File: config.mk
export PLATFORM = sky130hd
export DESIGN_NAME = lpmw_ctrl
export DESIGN_NICKNAME = d
export VERILOG_FILES = /design/src/lpmw_pkg.sv /design/src/lpmw_ctrl.sv
export SDC_FILE = /design/constraint.sdc
export NUM_CORES = 1
export LEC_CHECK = 0
export ABC_AREA = 1
export BUFFER_PORTS_ARGS = -buffer_cell sky130_fd_sc_hd__buf_2
export CAP_MARGIN = 20
export CORE_UTILIZATION = 58
export CTS_BUF_LIST = sky130_fd_sc_hd__clkbuf_2 sky130_fd_sc_hd__clkbuf_4 sky130_fd_sc_hd__clkbuf_8
export DETAILED_ROUTE_END_ITERATION = 8
export PLACE_DENSITY_LB_ADDON = 0.1
export SLEW_MARGIN = 30
export SYNTH_ARGS = -nofsm -noshare
export SYNTH_HDL_FRONTEND = slang
export SYNTH_SLANG_ARGS = --single-unit
File: constraint.sdc
create_clock -name ref_clk_in -period 2.3 [get_ports ref_clk_in]
set_clock_uncertainty 0.2 [all_clocks]
set_input_delay 0.46 -clock ref_clk_in [delete_from_list [all_inputs] [get_ports ref_clk_in]]
set_output_delay 0.46 -clock ref_clk_in [all_outputs]
set_load 0.05 [all_outputs]
File: src/lpmw_pkg.sv
// Package for the low power mode and wake-up controller
package lpmw_pkg;

	typedef enum logic [1:0] {
		LPMW_SLEEP_WAIT,
		LPMW_SLEEP_STOP
	} lpmw_sleep_e;

	typedef enum logic [2:0] {
		LPMW_STOP_NORMAL,
		LPMW_STOP_REDUCED,
		LPMW_STOP_LEAKAGE,
		LPMW_STOP_DEEP_RAM,
		LPMW_STOP_DEEP_FILE,
		LPMW_STOP_DEEP_MIN
	} lpmw_stop_sel_e;

	typedef enum logic [3:0] {
		LPMW_RUN,
		LPMW_REDUCED_RUN,
		LPMW_WAIT,
		LPMW_REDUCED_WAIT,
		LPMW_STOP,
		LPMW_REDUCED_STOP,
		LPMW_LEAKAGE_STOP,
		LPMW_DEEP_RAM,
		LPMW_DEEP_FILE,
		LPMW_DEEP_MIN
	} lpmw_mode_e;

	// Register offsets
	localparam logic [3:0] LPMW_OFS_CTRL   = 4'h0;
	localparam logic [3:0] LPMW_OFS_MODE   = 4'h1;
	localparam logic [3:0] LPMW_OFS_PINFLG = 4'h2;
	localparam logic [3:0] LPMW_OFS_MODFLG = 4'h3;
	localparam logic [3:0] LPMW_OFS_PINEN  = 4'h4;
	localparam logic [3:0] LPMW_OFS_MODEN  = 4'h5;
	localparam logic [3:0] LPMW_OFS_IRQST  = 4'h6;
	localparam logic [3:0] LPMW_OFS_IRQMSK = 4'h7;
	localparam logic [3:0] LPMW_OFS_FIDX   = 4'h8;
	localparam logic [3:0] LPMW_OFS_FDAT   = 4'h9;

	// Backup register file
	localparam int LPMW_FILE_BYTES = 32;
	localparam int LPMW_FILE_IDX_W = 5;

	// Control field positions
	localparam int LPMW_CTRL_STOPSEL_LSB = 0;
	localparam int LPMW_CTRL_REDUCED     = 4;
	localparam int LPMW_CTRL_SLEEPDEEP   = 5;
	localparam int LPMW_CTRL_POR_EN      = 6;
	localparam logic [7:0] LPMW_CTRL_RST = 8'h40;

	// Internal slot layout, slots 2,3,4,6 reserved
	localparam logic [7:0] LPMW_MOD_VALID = 8'ha3;
	localparam int LPMW_SLOT_TIMER   = 0;
	localparam int LPMW_SLOT_CMP     = 1;
	localparam int wake_slot_clock_alarm   = 5;
	localparam int wake_slot_clock_seconds = 7;

	// Interrupt status bits
	localparam int LPMW_IRQ_ENTER = 0;
	localparam int LPMW_IRQ_WAKE  = 1;
	localparam int LPMW_IRQ_DEEPW = 2;

	typedef struct packed {
		logic low_voltage_monitor_en;
		logic reduced_clock;
		logic core_clock_en;
		logic periph_clock_en;
		logic static_freeze;
		logic periph_power_off;
		logic sram_retain;
		logic file_retain;
		logic cmp_run;
		logic adc_run;
		logic timer_run;
		logic clock_run;
		logic pin_irq_run;
		logic dma_group_run;
		logic vic_en;
		logic async_wake_controller_en;
		logic wake_unit_en;
		logic ctrl_run;
		logic port_hold;
		logic por_detect_en;
	} lpmw_dom_s;

	typedef struct packed {
		logic [7:0]     ctrl;
		logic [7:0]     pin_flag;
		logic [7:0]     mod_flag;
		logic [7:0]     pin_en;
		logic [7:0]     mod_en;
		logic [2:0]     irq_st;
		logic [2:0]     irq_msk;
		lpmw_mode_e     mode;
		logic           wake_active;
		logic           deep_pending;
		logic [7:0]     rdata;
		logic [LPMW_FILE_IDX_W-1:0] file_idx;
		lpmw_dom_s      dom;
	} lpmw_state_s;

endpackage

File: src/lpmw_ctrl.sv
// Low power mode sequencer with wake routing and leakage wake unit
//
// The address map and the plain strobed port were chosen for this implementation.
`timescale 1ns/10ps
module lpmw_ctrl (
	// Clock and reset
	input  wire logic             ref_clk_in,
	input  wire logic             reset_n_in,
	// Register port
	input  wire logic [3:0]       reg_addr_in,
	input  wire logic [7:0]       reg_wdata_in,
	input  wire logic             reg_wr_in,
	input  wire logic             reg_rd_in,
	output logic      [7:0]       reg_rdata_out,
	// Core
	input  wire logic             wait_for_interrupt_instr_in,
	input  wire logic             wait_for_event_instr_in,
	input  wire logic             vic_wake_in,
	input  wire logic             async_wake_in,
	// Wake sources: pins 5..10,14,15 in bits 0..7
	input  wire logic [7:0]       wake_pin_in,
	input  wire logic             low_power_timer_wake_in,
	input  wire logic             cmp_wake_in,
	input  wire logic             clock_alarm_wake_in,
	input  wire logic             clock_seconds_wake_in,
	// Mode outputs
	output lpmw_pkg::lpmw_mode_e  mode_out,
	output lpmw_pkg::lpmw_dom_s   domain_out,
	output logic                  periph_reset_out,
	output logic                  irq_out
);

	lpmw_pkg::lpmw_state_s state_reg;
	lpmw_pkg::lpmw_state_s state_next;

	logic [7:0] mod_src;
	logic       sleep_req;
	logic       pin_hit;
	logic       mod_hit;
	logic       wake_hit;
	logic       leaving_deep;
	logic       file_wr;
	// Backup file has no mode-dependent clear; file_retain is set in every level except LPMW_REDUCED_STOP
	logic [7:0] file_mem [lpmw_pkg::LPMW_FILE_BYTES];

	function automatic logic is_deep(input lpmw_pkg::lpmw_mode_e m);
		return (m == lpmw_pkg::LPMW_DEEP_RAM) || (m == lpmw_pkg::LPMW_DEEP_FILE) ||
			(m == lpmw_pkg::LPMW_DEEP_MIN);
	endfunction

	function automatic logic is_leak(input lpmw_pkg::lpmw_mode_e m);
		return (m == lpmw_pkg::LPMW_LEAKAGE_STOP) || is_deep(m);
	endfunction

	function automatic lpmw_pkg::lpmw_dom_s domains(input lpmw_pkg::lpmw_mode_e m,
			input logic por_en);
		lpmw_pkg::lpmw_dom_s d;
		d = '0;
		d.ctrl_run = 1'b1;
		d.sram_retain = 1'b1;
		d.file_retain = 1'b1;
		d.timer_run = 1'b1;
		d.clock_run = 1'b1;
		d.por_detect_en = 1'b1;
		unique case (m)
			lpmw_pkg::LPMW_RUN, lpmw_pkg::LPMW_REDUCED_RUN: begin
				d.core_clock_en = 1'b1;
				d.periph_clock_en = 1'b1;
				d.cmp_run = 1'b1;
				d.adc_run = 1'b1;
				d.pin_irq_run = 1'b1;
				d.dma_group_run = 1'b1;
				d.vic_en = 1'b1;
				d.reduced_clock = (m == lpmw_pkg::LPMW_REDUCED_RUN);
				d.low_voltage_monitor_en = (m == lpmw_pkg::LPMW_RUN);
			end
			lpmw_pkg::LPMW_WAIT, lpmw_pkg::LPMW_REDUCED_WAIT: begin
				d.periph_clock_en = 1'b1;
				d.cmp_run = 1'b1;
				d.adc_run = 1'b1;
				d.pin_irq_run = 1'b1;
				d.dma_group_run = 1'b1;
				d.vic_en = 1'b1;
				d.reduced_clock = (m == lpmw_pkg::LPMW_REDUCED_WAIT);
				d.low_voltage_monitor_en = (m == lpmw_pkg::LPMW_WAIT);
			end
			lpmw_pkg::LPMW_STOP: begin
				d.static_freeze = 1'b1;
				d.low_voltage_monitor_en = 1'b1;
				d.cmp_run = 1'b1;
				d.adc_run = 1'b1;
				d.pin_irq_run = 1'b1;
				d.async_wake_controller_en = 1'b1;
			end
			lpmw_pkg::LPMW_REDUCED_STOP: begin
				d.file_retain = 1'b0;
				d.static_freeze = 1'b1;
				d.reduced_clock = 1'b1;
				d.cmp_run = 1'b1;
				d.adc_run = 1'b1;
				d.dma_group_run = 1'b1;
				d.async_wake_controller_en = 1'b1;
			end
			lpmw_pkg::LPMW_LEAKAGE_STOP: begin
				d.static_freeze = 1'b1;
				d.port_hold = 1'b1;
				d.cmp_run = 1'b1;
				d.wake_unit_en = 1'b1;
			end
			lpmw_pkg::LPMW_DEEP_RAM: begin
				d.periph_power_off = 1'b1;
				d.port_hold = 1'b1;
				d.cmp_run = 1'b1;
				d.wake_unit_en = 1'b1;
			end
			lpmw_pkg::LPMW_DEEP_FILE: begin
				d.periph_power_off = 1'b1;
				d.sram_retain = 1'b0;
				d.port_hold = 1'b1;
				d.cmp_run = 1'b1;
				d.wake_unit_en = 1'b1;
			end
			lpmw_pkg::LPMW_DEEP_MIN: begin
				d.periph_power_off = 1'b1;
				d.sram_retain = 1'b0;
				d.port_hold = 1'b1;
				d.wake_unit_en = 1'b1;
				d.por_detect_en = por_en;
			end
			default: begin
				d.ctrl_run = 1'b1;
			end
		endcase
		return d;
	endfunction

	function automatic lpmw_pkg::lpmw_mode_e stop_mode(input logic [2:0] s);
		unique case (s)
			3'h1: stop_mode = lpmw_pkg::LPMW_REDUCED_STOP;
			3'h2: stop_mode = lpmw_pkg::LPMW_LEAKAGE_STOP;
			3'h3: stop_mode = lpmw_pkg::LPMW_DEEP_RAM;
			3'h4: stop_mode = lpmw_pkg::LPMW_DEEP_FILE;
			3'h5: stop_mode = lpmw_pkg::LPMW_DEEP_MIN;
			default: stop_mode = lpmw_pkg::LPMW_STOP;
		endcase
	endfunction

	// Index wraps at the top so software can stream the whole file
	function automatic logic [lpmw_pkg::LPMW_FILE_IDX_W-1:0] next_idx(
			input logic [lpmw_pkg::LPMW_FILE_IDX_W-1:0] i);
		return i + {{(lpmw_pkg::LPMW_FILE_IDX_W-1){1'b0}}, 1'b1};
	endfunction

	always_comb begin
		mod_src = '0;
		mod_src[lpmw_pkg::LPMW_SLOT_TIMER] = low_power_timer_wake_in;
		mod_src[lpmw_pkg::LPMW_SLOT_CMP] = cmp_wake_in;
		mod_src[lpmw_pkg::wake_slot_clock_alarm] = clock_alarm_wake_in;
		mod_src[lpmw_pkg::wake_slot_clock_seconds] = clock_seconds_wake_in;
	end

	assign sleep_req = wait_for_interrupt_instr_in | wait_for_event_instr_in;
	// Unit sees events only while enabled: in leakage modes or pending deep ack
	assign pin_hit = |(wake_pin_in & state_reg.pin_en);
	assign mod_hit = |(mod_src & state_reg.mod_en & lpmw_pkg::LPMW_MOD_VALID);
	assign wake_hit = state_reg.wake_active & (pin_hit | mod_hit);
	assign file_wr = reg_wr_in && (reg_addr_in == lpmw_pkg::LPMW_OFS_FDAT);

	always_comb begin
		state_next = state_reg;
		state_next.rdata = '0;
		leaving_deep = 1'b0;

		if (reg_wr_in) begin
			unique case (reg_addr_in)
				lpmw_pkg::LPMW_OFS_CTRL: state_next.ctrl = reg_wdata_in;
				lpmw_pkg::LPMW_OFS_PINFLG:
					state_next.pin_flag = state_reg.pin_flag & ~reg_wdata_in;
				lpmw_pkg::LPMW_OFS_MODFLG:
					state_next.mod_flag = state_reg.mod_flag & ~reg_wdata_in;
				lpmw_pkg::LPMW_OFS_PINEN: state_next.pin_en = reg_wdata_in;
				lpmw_pkg::LPMW_OFS_MODEN:
					state_next.mod_en = reg_wdata_in & lpmw_pkg::LPMW_MOD_VALID;
				lpmw_pkg::LPMW_OFS_IRQMSK: state_next.irq_msk = reg_wdata_in[2:0];
				lpmw_pkg::LPMW_OFS_FIDX:
					state_next.file_idx = reg_wdata_in[lpmw_pkg::LPMW_FILE_IDX_W-1:0];
				lpmw_pkg::LPMW_OFS_FDAT: state_next.file_idx = next_idx(state_reg.file_idx);
				default: state_next.ctrl = state_reg.ctrl;
			endcase
		end

		if (reg_rd_in) begin
			unique case (reg_addr_in)
				lpmw_pkg::LPMW_OFS_CTRL: state_next.rdata = state_reg.ctrl;
				lpmw_pkg::LPMW_OFS_MODE: state_next.rdata = {4'h0, state_reg.mode};
				lpmw_pkg::LPMW_OFS_PINFLG: state_next.rdata = state_reg.pin_flag;
				lpmw_pkg::LPMW_OFS_MODFLG: state_next.rdata = state_reg.mod_flag;
				lpmw_pkg::LPMW_OFS_PINEN: state_next.rdata = state_reg.pin_en;
				lpmw_pkg::LPMW_OFS_MODEN: state_next.rdata = state_reg.mod_en;
				lpmw_pkg::LPMW_OFS_IRQST: begin
					state_next.rdata = {5'h00, state_reg.irq_st};
					state_next.irq_st = '0;
				end
				lpmw_pkg::LPMW_OFS_IRQMSK: state_next.rdata = {5'h00, state_reg.irq_msk};
				lpmw_pkg::LPMW_OFS_FIDX: state_next.rdata = 8'(state_reg.file_idx);
				lpmw_pkg::LPMW_OFS_FDAT: begin
					state_next.rdata = file_mem[state_reg.file_idx];
					state_next.file_idx = next_idx(state_reg.file_idx);
				end
				default: state_next.rdata = '0;
			endcase
		end

		// Flags set after clears so a same-cycle event is kept
		if (state_reg.wake_active) begin
			state_next.pin_flag = state_next.pin_flag | (wake_pin_in & state_reg.pin_en);
			state_next.mod_flag = state_next.mod_flag |
				(mod_src & state_reg.mod_en & lpmw_pkg::LPMW_MOD_VALID);
		end

		unique case (state_reg.mode)
			lpmw_pkg::LPMW_RUN, lpmw_pkg::LPMW_REDUCED_RUN: begin
				if (sleep_req) begin
					state_next.irq_st[lpmw_pkg::LPMW_IRQ_ENTER] = 1'b1;
					if (!state_reg.ctrl[lpmw_pkg::LPMW_CTRL_SLEEPDEEP]) begin
						state_next.mode = state_reg.ctrl[lpmw_pkg::LPMW_CTRL_REDUCED] ?
							lpmw_pkg::LPMW_REDUCED_WAIT : lpmw_pkg::LPMW_WAIT;
					end else begin
						state_next.mode = stop_mode(
							state_reg.ctrl[lpmw_pkg::LPMW_CTRL_STOPSEL_LSB +: 3]);
						if (is_leak(state_next.mode)) begin
							state_next.wake_active = 1'b1;
						end
					end
				end else begin
					state_next.mode = state_reg.ctrl[lpmw_pkg::LPMW_CTRL_REDUCED] ?
						lpmw_pkg::LPMW_REDUCED_RUN : lpmw_pkg::LPMW_RUN;
				end
			end
			lpmw_pkg::LPMW_WAIT: begin
				if (vic_wake_in) begin
					state_next.mode = lpmw_pkg::LPMW_RUN;
				end
			end
			lpmw_pkg::LPMW_REDUCED_WAIT: begin
				if (vic_wake_in) begin
					state_next.mode = lpmw_pkg::LPMW_REDUCED_RUN;
				end
			end
			lpmw_pkg::LPMW_STOP, lpmw_pkg::LPMW_REDUCED_STOP: begin
				if (async_wake_in) begin
					state_next.mode = (state_reg.mode == lpmw_pkg::LPMW_REDUCED_STOP) ?
						lpmw_pkg::LPMW_REDUCED_RUN : lpmw_pkg::LPMW_RUN;
				end
			end
			lpmw_pkg::LPMW_LEAKAGE_STOP: begin
				if (wake_hit) begin
					state_next.mode = lpmw_pkg::LPMW_RUN;
					state_next.wake_active = 1'b0;
				end
			end
			lpmw_pkg::LPMW_DEEP_RAM, lpmw_pkg::LPMW_DEEP_FILE, lpmw_pkg::LPMW_DEEP_MIN: begin
				if (wake_hit) begin
					// Peripherals come back from reset
					state_next.mode = lpmw_pkg::LPMW_RUN;
					state_next.deep_pending = 1'b1;
					leaving_deep = 1'b1;
					state_next.irq_st[lpmw_pkg::LPMW_IRQ_DEEPW] = 1'b1;
				end
			end
			default: state_next.mode = lpmw_pkg::LPMW_RUN;
		endcase

		if (wake_hit) begin
			state_next.irq_st[lpmw_pkg::LPMW_IRQ_WAKE] = 1'b1;
		end

		// Detection stays on until all flags are cleared by software
		if (state_reg.deep_pending && !leaving_deep &&
				(state_next.pin_flag == '0) && (state_next.mod_flag == '0)) begin
			state_next.deep_pending = 1'b0;
			if (!is_leak(state_next.mode)) begin
				state_next.wake_active = 1'b0;
			end
		end

		state_next.dom = domains(state_next.mode, state_reg.ctrl[lpmw_pkg::LPMW_CTRL_POR_EN]);
	end

	always_ff @(posedge ref_clk_in or negedge reset_n_in) begin
		if (!reset_n_in) begin
			state_reg <= '{
				ctrl:         lpmw_pkg::LPMW_CTRL_RST,
				pin_flag:     '0,
				mod_flag:     '0,
				pin_en:       '0,
				mod_en:       '0,
				irq_st:       '0,
				irq_msk:      '0,
				mode:         lpmw_pkg::LPMW_RUN,
				wake_active:  1'b0,
				deep_pending: 1'b0,
				file_idx:     '0,
				rdata:        '0,
				dom:          '0
			};
		end else begin
			state_reg <= state_next;
		end
	end

	// Only a power-on reset clears the file; deep levels never touch it
	always_ff @(posedge ref_clk_in or negedge reset_n_in) begin
		if (!reset_n_in) begin
			for (int i = 0; i < lpmw_pkg::LPMW_FILE_BYTES; i++) begin
				file_mem[i] <= '0;
			end
		end else if (file_wr) begin
			file_mem[state_reg.file_idx] <= reg_wdata_in;
		end
	end

	assign reg_rdata_out    = state_reg.rdata;
	assign mode_out         = state_reg.mode;
	assign domain_out       = state_reg.dom;
	assign periph_reset_out = state_reg.dom.periph_power_off;
	assign irq_out          = |(state_reg.irq_st & state_reg.irq_msk);

endmodule // lpmw_ctrl

# After elaboration in Yosys (flattened, before gate mapping)
# Cells that the tools add are included.
dict set report op_classes {
  n_reduce_logical 45
  addsub 1
  eq_ne 36
  n_mux 64
  n_lt_le_gt_ge 2
  bitwise_logic 12
}
# op n
set ops {}
lappend ops {{256-bit bitwise mux} 1}
lappend ops {{8-bit case mux with 10 select lines} 1}
lappend ops {{4-bit by 3-bit == test with 1-bit output, second input constant} 14}
lappend ops {{8-bit 2-to-1 mux} 7}
lappend ops {{8-bit binary-select mux with 5-bit select} 1}
lappend ops {{8-bit demux with 5-bit select} 1}
lappend ops {{4-bit 2-to-1 mux} 9}
lappend ops {{8-bit bitwise AND} 4}
lappend ops {{4-bit == test, second input constant} 8}
lappend ops {{32-bit 2-to-1 mux} 1}
lappend ops {{1-bit 2-to-1 mux} 29}
lappend ops {{4-bit by 2-bit == test with 1-bit output, second input constant} 6}
lappend ops {{4-bit case mux with 6 select lines} 1}
lappend ops {{4-bit case mux with 5 select lines} 1}
lappend ops {{8-bit logical NOT} 2}
lappend ops {{16-bit 2-to-1 mux} 1}
lappend ops {{8-bit bitwise OR} 2}
lappend ops {{5-bit 2-to-1 mux} 3}
lappend ops {{13-bit 2-to-1 mux} 1}
lappend ops {{4-bit by 1-bit == test with 1-bit output, second input constant} 3}
lappend ops {{4-bit logical NOT} 3}
lappend ops {{2-bit AND reduction} 6}
lappend ops {{2-bit OR reduction} 6}
lappend ops {{3-bit OR reduction} 4}
lappend ops {{25 further kinds} 45}
dict set report word_totals {
  word_cells 221
  reg_bits 333
  in_bits 32
}

# Logic depth before layout (Yosys ltp)
# Gate-level depths: netlist of run 1.
dict set report depth {
  depth_word 15
  depth_mapped 13
  depth_no_buf 12
}

# Worst setup path after synthesis of run 1
# OpenSTA, ideal clock, no wires.
dict set report synth_timing {
  path_kind {flip-flop to flip-flop}
  startpoint {register state_reg[20] (netlist bit)}
  endpoint {register file_mem[159] (netlist bit)}
  arrival_time_ps 1891
  stages_incl_launch_ff 11
  period_less_slack_ps 2223
  slack_ps 77
  path_buffers 3
  required_time_ps 1968
  path_cell_list {dfrtp_1 -> inv_1 -> buf_2 -> clkbuf_1 -> ha_1 -> inv_1 -> nor2_8 -> nand2_4 -> buf_6 -> nand2_1 -> o21ai_1}
}
dict set report synth_between {
  elab_chain_len 6
  elab_cells_between_ends 7
}
# element line_no
set synth_lines {}
lappend synth_lines {{from (decl)} lpmw_ctrl.sv:33} ;# lpmw_pkg::lpmw_state_s state_reg;
lappend synth_lines {{from (signal assigned)} lpmw_ctrl.sv:292} ;# state_reg <= '{
lappend synth_lines {{from (signal assigned)} lpmw_ctrl.sv:308} ;# state_reg <= state_next;
lappend synth_lines {{5-bit NOT with 6-bit output (not written as such) (*)} lpmw_ctrl.sv:319} ;# file_mem[state_reg.file_idx] <= reg_wdata_in;
lappend synth_lines {{6-bit greater-or-equal comparator (not written as such) or 6-bit by 1-bit less-than comparator with 1-bit output (tied branches)} lpmw_ctrl.sv:319}
lappend synth_lines {{1-bit logical AND (not written as such)} lpmw_ctrl.sv:319}
lappend synth_lines {{8-bit 2-to-1 mux (not written as such)} lpmw_ctrl.sv:319}
lappend synth_lines {{8-bit demux with 5-bit select (*)} lpmw_ctrl.sv:319}
lappend synth_lines {{256-bit bitwise mux (*)} lpmw_ctrl.sv:319}
lappend synth_lines {{to (signal, indexed assignment)} lpmw_ctrl.sv:319}
lappend synth_lines {{to (decl)} lpmw_ctrl.sv:44} ;# logic [7:0] file_mem [lpmw_pkg::LPMW_FILE_BYTES];
# Mark *: on every way between the ends. The rest lies on a longest branch, timed or not.
# A chain may end at the register's enable or synchronous reset.

==> impl_metrics.toml, run 1 <==
[die]
die_w_um = 167
pin_count = 66
core-area_sq_mm = 0.0269
row_count = 60
dieHeight_um = 167
initial_utilization_pct = 58.9
dieArea_sq_mm = 0.0280

[layout]
final_area_sq_mm = 0.0180
largest_reg_flops = 256
syn_to_final_growth_pct = 13.4
fin_nets = 1997
final_util_pct = 66.8
drive_gt1_share_pct = 15.3
antennaDiodeCount = 0

[routing]
drt_iter0_drc = 1353
drc = 0
ant_nets = 0
drt-total-wl_mm = 44.1
avgViaCountPerCell = 5.73
routedWlPerCell_um = 18.8
firstDrtPassIters = 6
vias = 13400

[synth]
yosysSeqAreaShare_pct = 52.6
synth_fp_nets = 1939
synth_warnings = 0
synth-edff-count = 0
syn_inst = 1900
synthFlopType = "dfrtp_1"
ys_seq_elements = 333
syn_avg_cell_area_sq_um = 8.33
async_flop_share_pct = 100
syn_area_sq_mm = 0.0158
synthDistinctLibCells = 38

[global_route]
grt_antenna_before_repair = 0
grtUsageTotal_pct = 31.9
grt_pass1_vias = 12700
grt_max_degree = 63
grt_pass1_wl_mm = 70.2
overflow = 0

[setup_path]
crit_required_ps = 2580
slowest_stage = "dfrtp_4"
worst_setup_path_start_kind = "flip-flop"
path_cells = "inv_8, buf_12, buf_4, o21ai_0, o22ai_1, nand2_1, nand2_1, nor2_1, nand2_1, nand2_1, a21oi_1"
cp-end-kind = "flip-flop"
crit_type = "reg -> reg"
crit_fanout = 20
worstPathArrival_ps = 2530
crit_top_cell = "nand2_1"
max_stage_delay_ps = 560

[job]
maxCapViolCount = 0

[timing]
max_freq_ghz = 0.445
slew_headroom_pct = 66.6
fin_crit_sh_pct = 97.7
fin_ws_ps = 52.7
period_minus_slack_ps = 2250
finalSetupViolCount = 0
timing.final.max_slew_violations = 0
fin_setup_tns_ps = 0
rsz0062_at_grt = "no"
finalHoldViolCount = 0
worstMarginPinSlew_ps = 501

[clock_tree]
numCtsBuffers = 55
tritoncts = "done"
cts.sinks = 333
clockBufferDepth = 3
cts_max_level = 2
path_clk_slew_ps = 70
clock_latency_ps = 580
root_buffer = "clkbuf_8"

[power_and_ir_drop]
power_mw = 18.5
irDropWorstVdd_v = 0.000627
power_leakage_nw = 8.97
p_per_area_mw_per_mm2 = 1030

[place]
place_area_sq_mm = 0.0166
dpl_worst_slack_ps = -1.99
hpwl_mm = 28.0
portBuffers = 65
place_congestion = 0.931

[worst_hold_path]
hold_path.class = "in -> reg"

[outcome]
status = "finished clean"
==> final cells by class <==
class | count | area [sq um]
fillers | 2274 | 8910
multi-input cells | 1339 | 6340
clock buffers | 95 | 1180
repair buffers | 151 | 1330
clock inverters | 4 | 53.8
flip-flops and latches | 333 | 8340
well taps | 341 | 427
inverters | 78 | 303
==> cells in the mapped netlist, types with 2 or more instances <==
master	count	share of area, %
nand2_1	498	12
buf_1	6	0.14
inv_2	2	0.047
o21ai_1	203	6.4
nor3_2	4	0.25
clkbuf_1	68	1.6
o2111ai_1	2	0.11
inv_1	74	1.8
nor2_2	3	0.12
nand3_1	40	1.3
a21oi_1	27	0.85
buf_4	34	1.6
dfrtp_1	332	52
nand2_4	29	2.1
nand4_1	2	0.079
a221oi_1	2	0.11
a211oi_1	3	0.14
nor2_1	197	4.7
buf_6	24	1.7
a22o_1	5	0.28
ha_1	7	0.55
buf_2	18	0.57
o21ai_0	227	7.2
nor2_8	5	0.63
o22ai_1	71	2.8
nor3_1	5	0.16
==> worst paths after layout <==
kind                                 from                to  slack (ps)  cells past startpoint
hold reg to reg              file_mem[96]      file_mem[96]         280                      2
setup / recovery            state_reg[20]  reg_rdata_out[1]          50                     11
max in group asynchronous      reset_n_in      file_mem[80]         980                      3
hold / removal             wake_pin_in[1]     state_reg[70]          20                      5
setup reg to reg            state_reg[20]  reg_rdata_out[1]          50                     11
min in group asynchronous      reset_n_in     file_mem[161]         190                      2
==> kinds of logic (layout without fill, tap and decap cells) <==
family,after synthesis,after routing,synth area share [%]
buf+inv,228,328,7.51
compound gates,545,545,18.1
flops,333,333,52.6
other cells,1,1,0.0237
simple gates,786,786,21.2
fa+ha+maj,7,7,0.553
==> per-stage QoR <==
step | hold slack [ps] | std cells
3_3_place_gp | 208 | 2235
2_1_floorplan | -35.6 | 1900
3_5_place_dp | 211 | 2235
6_report | 19.2 | 2341
4_1_cts | 6.80 | 2336
5_1_grt | 46.1 | 2341
==> layout by cell type (no fill, tap or decap), types with 3 or more instances in the layout <==
master,n
buf_12,20
nand2_1,496
clkbuf_4,21
ha_1,7
nor3_1,5
nand2_4,29
nor2_2,4
buf_2,64
dfrtp_1,330
inv_2,4
inv_1,71
nor3_2,4
nand2_2,3
a21oi_1,26
nand3_1,39
a211oi_1,3
nor2_8,5
nor2_1,196
buf_4,59
a22o_1,5
o22ai_1,70
o21ai_0,227
clkbuf_16,4
o21ai_1,203
clkbuf_8,74
==> power breakdown <==
group          internal (mW)  switching [mW]
sequential              6.62           0.518
clock                   3.30            2.34
combinational           1.86            3.84
==> what timing repair did <==
| item | in CTS | in global routing |
|---|---|---|
| hold endpoints to repair | 49 | 0 |
| setup buffers | 0 | 1 |
| resized for setup | 0 | 11 |
| setup endpoints to repair | 0 | 11 |
| hold buffers | 2 | 0 |
==> worst max-delay path: cells and delay by family, from the launching register on <==
family / cells / cell delay (ps)
AOI/OAI and AO/OA: 3 / 490
buffers and inverters: 3 / 490
DFF: 1 / 560
and+or+nand+nor: 5 / 400
==> layer usage <==
metal | track usage [%] | up-vias | routed length, um
met4 | 11.0 | 0 | 1360
met1 | 46.5 | 6414 | 19900
met5 | 0 | - | 0
met2 | 49.1 | 516 | 19800
met3 | 4.70 | 84 | 2980
li1 | - | 6405 | -
No activity file was read; power rests on OpenSTA's default activity.
==> run 2, diff against run 1 <==
ABC_AREA = default   (was 1)
==> run 2 against run 1 <==
  * The flow now finishes with violations (DRC, setup timing)
  * Global-route usage is 2.1 points lower
  * Synthesized cell count decreased by 36%
  * Total power shrank 6.5%
  * Sequential cell count unchanged
  * First-iteration DRC count is 28% lower
  * Critical path type unchanged
  * Largest cell class unchanged
==> impl_metrics.toml, run 2 <==
[outcome]
status = "complete, but fails checks"
violations = "DRC, setup timing"

[setup_path]
worst_setup_path_start_kind = "flip-flop"
crit_required_ps = 2560
max_stage_delay_ps = 510
worstPathArrival_ps = 2700
crit_type = "reg -> reg"
path_cells = "buf_6, buf_12, mux4_2, a22oi_2, nand4_1, a222oi_1, nor2_1"
crit_fanout = 7
cp-end-kind = "flip-flop"
slowest_stage = "mux4_2"

[synth]
synth_fp_nets = 1250
synthAdderAreaFrac_pct = 0.628
synth-edff-count = 0
synth_common_cells = "332 x dfrtp_1, 195 x mux2_2, 115 x nand2_1"
syn_inst = 1211
syn_avg_cell_area_sq_um = 12.8
synth_top_cell_by_area = "dfrtp_1"
synthXorXnorAreaFrac_pct = 0.226
ys_seq_elements = 333
synthFlopType = "dfrtp_1"
synthTopCellsByArea = "dfrtp_1 53%, mux2_2 14%, mux4_2 9.4%"
yosysSeqAreaShare_pct = 53.6
muxShareOfSynthArea_pct = 25.6
synth-compound-area-share_pct = 7.84
synth_simple_gate_area_share_pct = 7.80
synthDistinctLibCells = 61
synth_top_area_share_pct = 53.5
synth_warnings = 0
synth_top_family_by_area = "multiplexers"
syn_area_sq_mm = 0.0155
async_flop_share_pct = 100
post-synth-top-count-cell = "dfrtp_1"

[timing]
worstMarginPinSlew_ps = 710
rsz0062_at_grt = "yes"
finalHoldViolCount = 0
period_minus_slack_ps = 2430
fin_crit_sh_pct = 106
finalSetupViolCount = 21
max_freq_ghz = 0.411
fin_setup_tns_ps = -1060
fin_ws_ps = -133
holdWs_ps = 24.8
timing.final.max_slew_violations = 0
slew_headroom_pct = 52.6

[place]
dpl_worst_slack_ps = -195
place_congestion = 0.927
place_area_sq_mm = 0.0167
portBuffers = 65
dp_cells = 1608
hpwl_mm = 25.6

[power_and_ir_drop]
power_leakage_nw = 9.15
power_mw = 17.3
irDropWorstVdd_v = 0.000633
internal_power_mw = 11.8
p_sw_share_pct = 32.0
power_frac_seq_pct = 40.3
power_switching_mw = 5.53
clkPwrFrac_pct = 30.8
combPwrFrac_pct = 28.8
p_per_area_mw_per_mm2 = 916

[routing]
drc = 31
routedWlPerCell_um = 22.8
ant_nets = 0
vias = 10600
firstDrtPassIters = 7
drt-total-wl_mm = 39.9
drt_iter0_drc = 975
avgViaCountPerCell = 6.09

[die]
die_w_um = 166
pin_count = 66
dieHeight_um = 166
dieArea_sq_mm = 0.0274
row_count = 59
initial_utilization_pct = 59.4
core-area_sq_mm = 0.0261

[global_route]
grt_pass1_vias = 11000
grtUsageTotal_pct = 29.8
grt_max_degree = 58
overflow = 0
grt_pass1_wl_mm = 62.9
grt_antenna_before_repair = 0

[layout]
final_cell_mix = "330 x dfrtp_1, 195 x mux2_2, 115 x nand2_1"
multi_input_area_sq_mm = 0.00702
final_common_cell = "dfrtp_1"
fin_nets = 1414
regArea_sq_mm = 0.00834
final_area_sq_mm = 0.0189
n_fill_cell = 1812
drive_gt1_share_pct = 45.2
fin_cells = 1747
syn_to_final_growth_pct = 21.5
final_util_pct = 72.2
largest_reg_flops = 256
antennaDiodeCount = 0

[clock_tree]
numCtsBuffers = 55
path_clk_slew_ps = 60
cts_max_level = 2
clockBufferDepth = 3
clock_latency_ps = 590
root_buffer = "clkbuf_8"
cts.sinks = 333
tritoncts = "done"

[worst_hold_path]
hold_path.class = "in -> reg"

[job]
maxCapViolCount = 0
## run 2: cell types whose count changed after synthesis, sizes merged, moves of 58 or more
cell / delta
nand2: -381
mux4: +65
mux2: +215
o21ai: -334
o22ai: -66
nor2: -181
inv: -58
## run 2: power groups by stage
stage | Sequential (mW) | Combinational (mW) | Clock, mW
floorplan | 6.86 | 3.01 | 0
global placement | 7.05 | 4.15 | 0
detailed placement | 7.06 | 4.20 | 0
CTS | 6.96 | 4.61 | 5.41
global route | 7.04 | 5.32 | 5.70
finish | 6.97 | 4.99 | 5.33
## run 2: cells by family after synthesis
family,Yosys count
simple gates,248
mux,289
fa+ha+maj,8
other cells,1
buf+inv,134
compound gates,194
xor+xnor,4
flops,333
## run 2: cell type report
type / count / share of cell area (%)
Multi-Input combinational cell: 749 / 37.2
Clock inverter: 3 / 0.139
Inverter: 19 / 0.378
Sequential cell: 333 / 44.2
Tap cell: 335 / 2.22
Clock buffer: 91 / 5.91
Timing Repair Buffer: 217 / 10.0
## run 2: what timing repair did
item                                   in CTS  in global routing
endpoints found under the hold margin     258                  0
hold buffers                               13                  0
gates cloned                                3                  7
setup buffers                               6                 16
setup endpoints to repair                 100                179
pin swaps                                  21                 14
resized for setup                          48                 52
## run 2: routing by layer
| layer | GRT usage [%] | routed length [um] |
|---|---|---|
| met5 | 0 | 0 |
| met4 | 11.3 | 1340 |
| met3 | 5.62 | 2260 |
| met2 | 45.4 | 18400 |
| met1 | 43.1 | 17800 |
## run 2: path summary, 6_finish.rpt
| kind | end | startpoint | cells after the start | slack [ps] |
|---|---|---|---|---|
| hold reg to reg | file_mem[100] | file_mem[100] | 2 | 280 |
| setup reg to reg | reg_rdata_out[4] | state_reg[20] | 7 | -130 |
| setup / recovery | reg_rdata_out[4] | state_reg[20] | 7 | -130 |
| max in group asynchronous | state_reg[83] | reset_n_in | 3 | 1020 |
| min in group asynchronous | domain_out[2] | reset_n_in | 2 | 170 |
| hold / removal | state_reg[57] | reg_wdata_in[4] | 2 | 20 |
## run 2: critical path, delay by kind of cell, from the launching register on
kind            cells  cell delay (ps)
buf+inv             2              290
compound gates      2              600
simple gates        2              270
flops               1              440
mux                 1              510
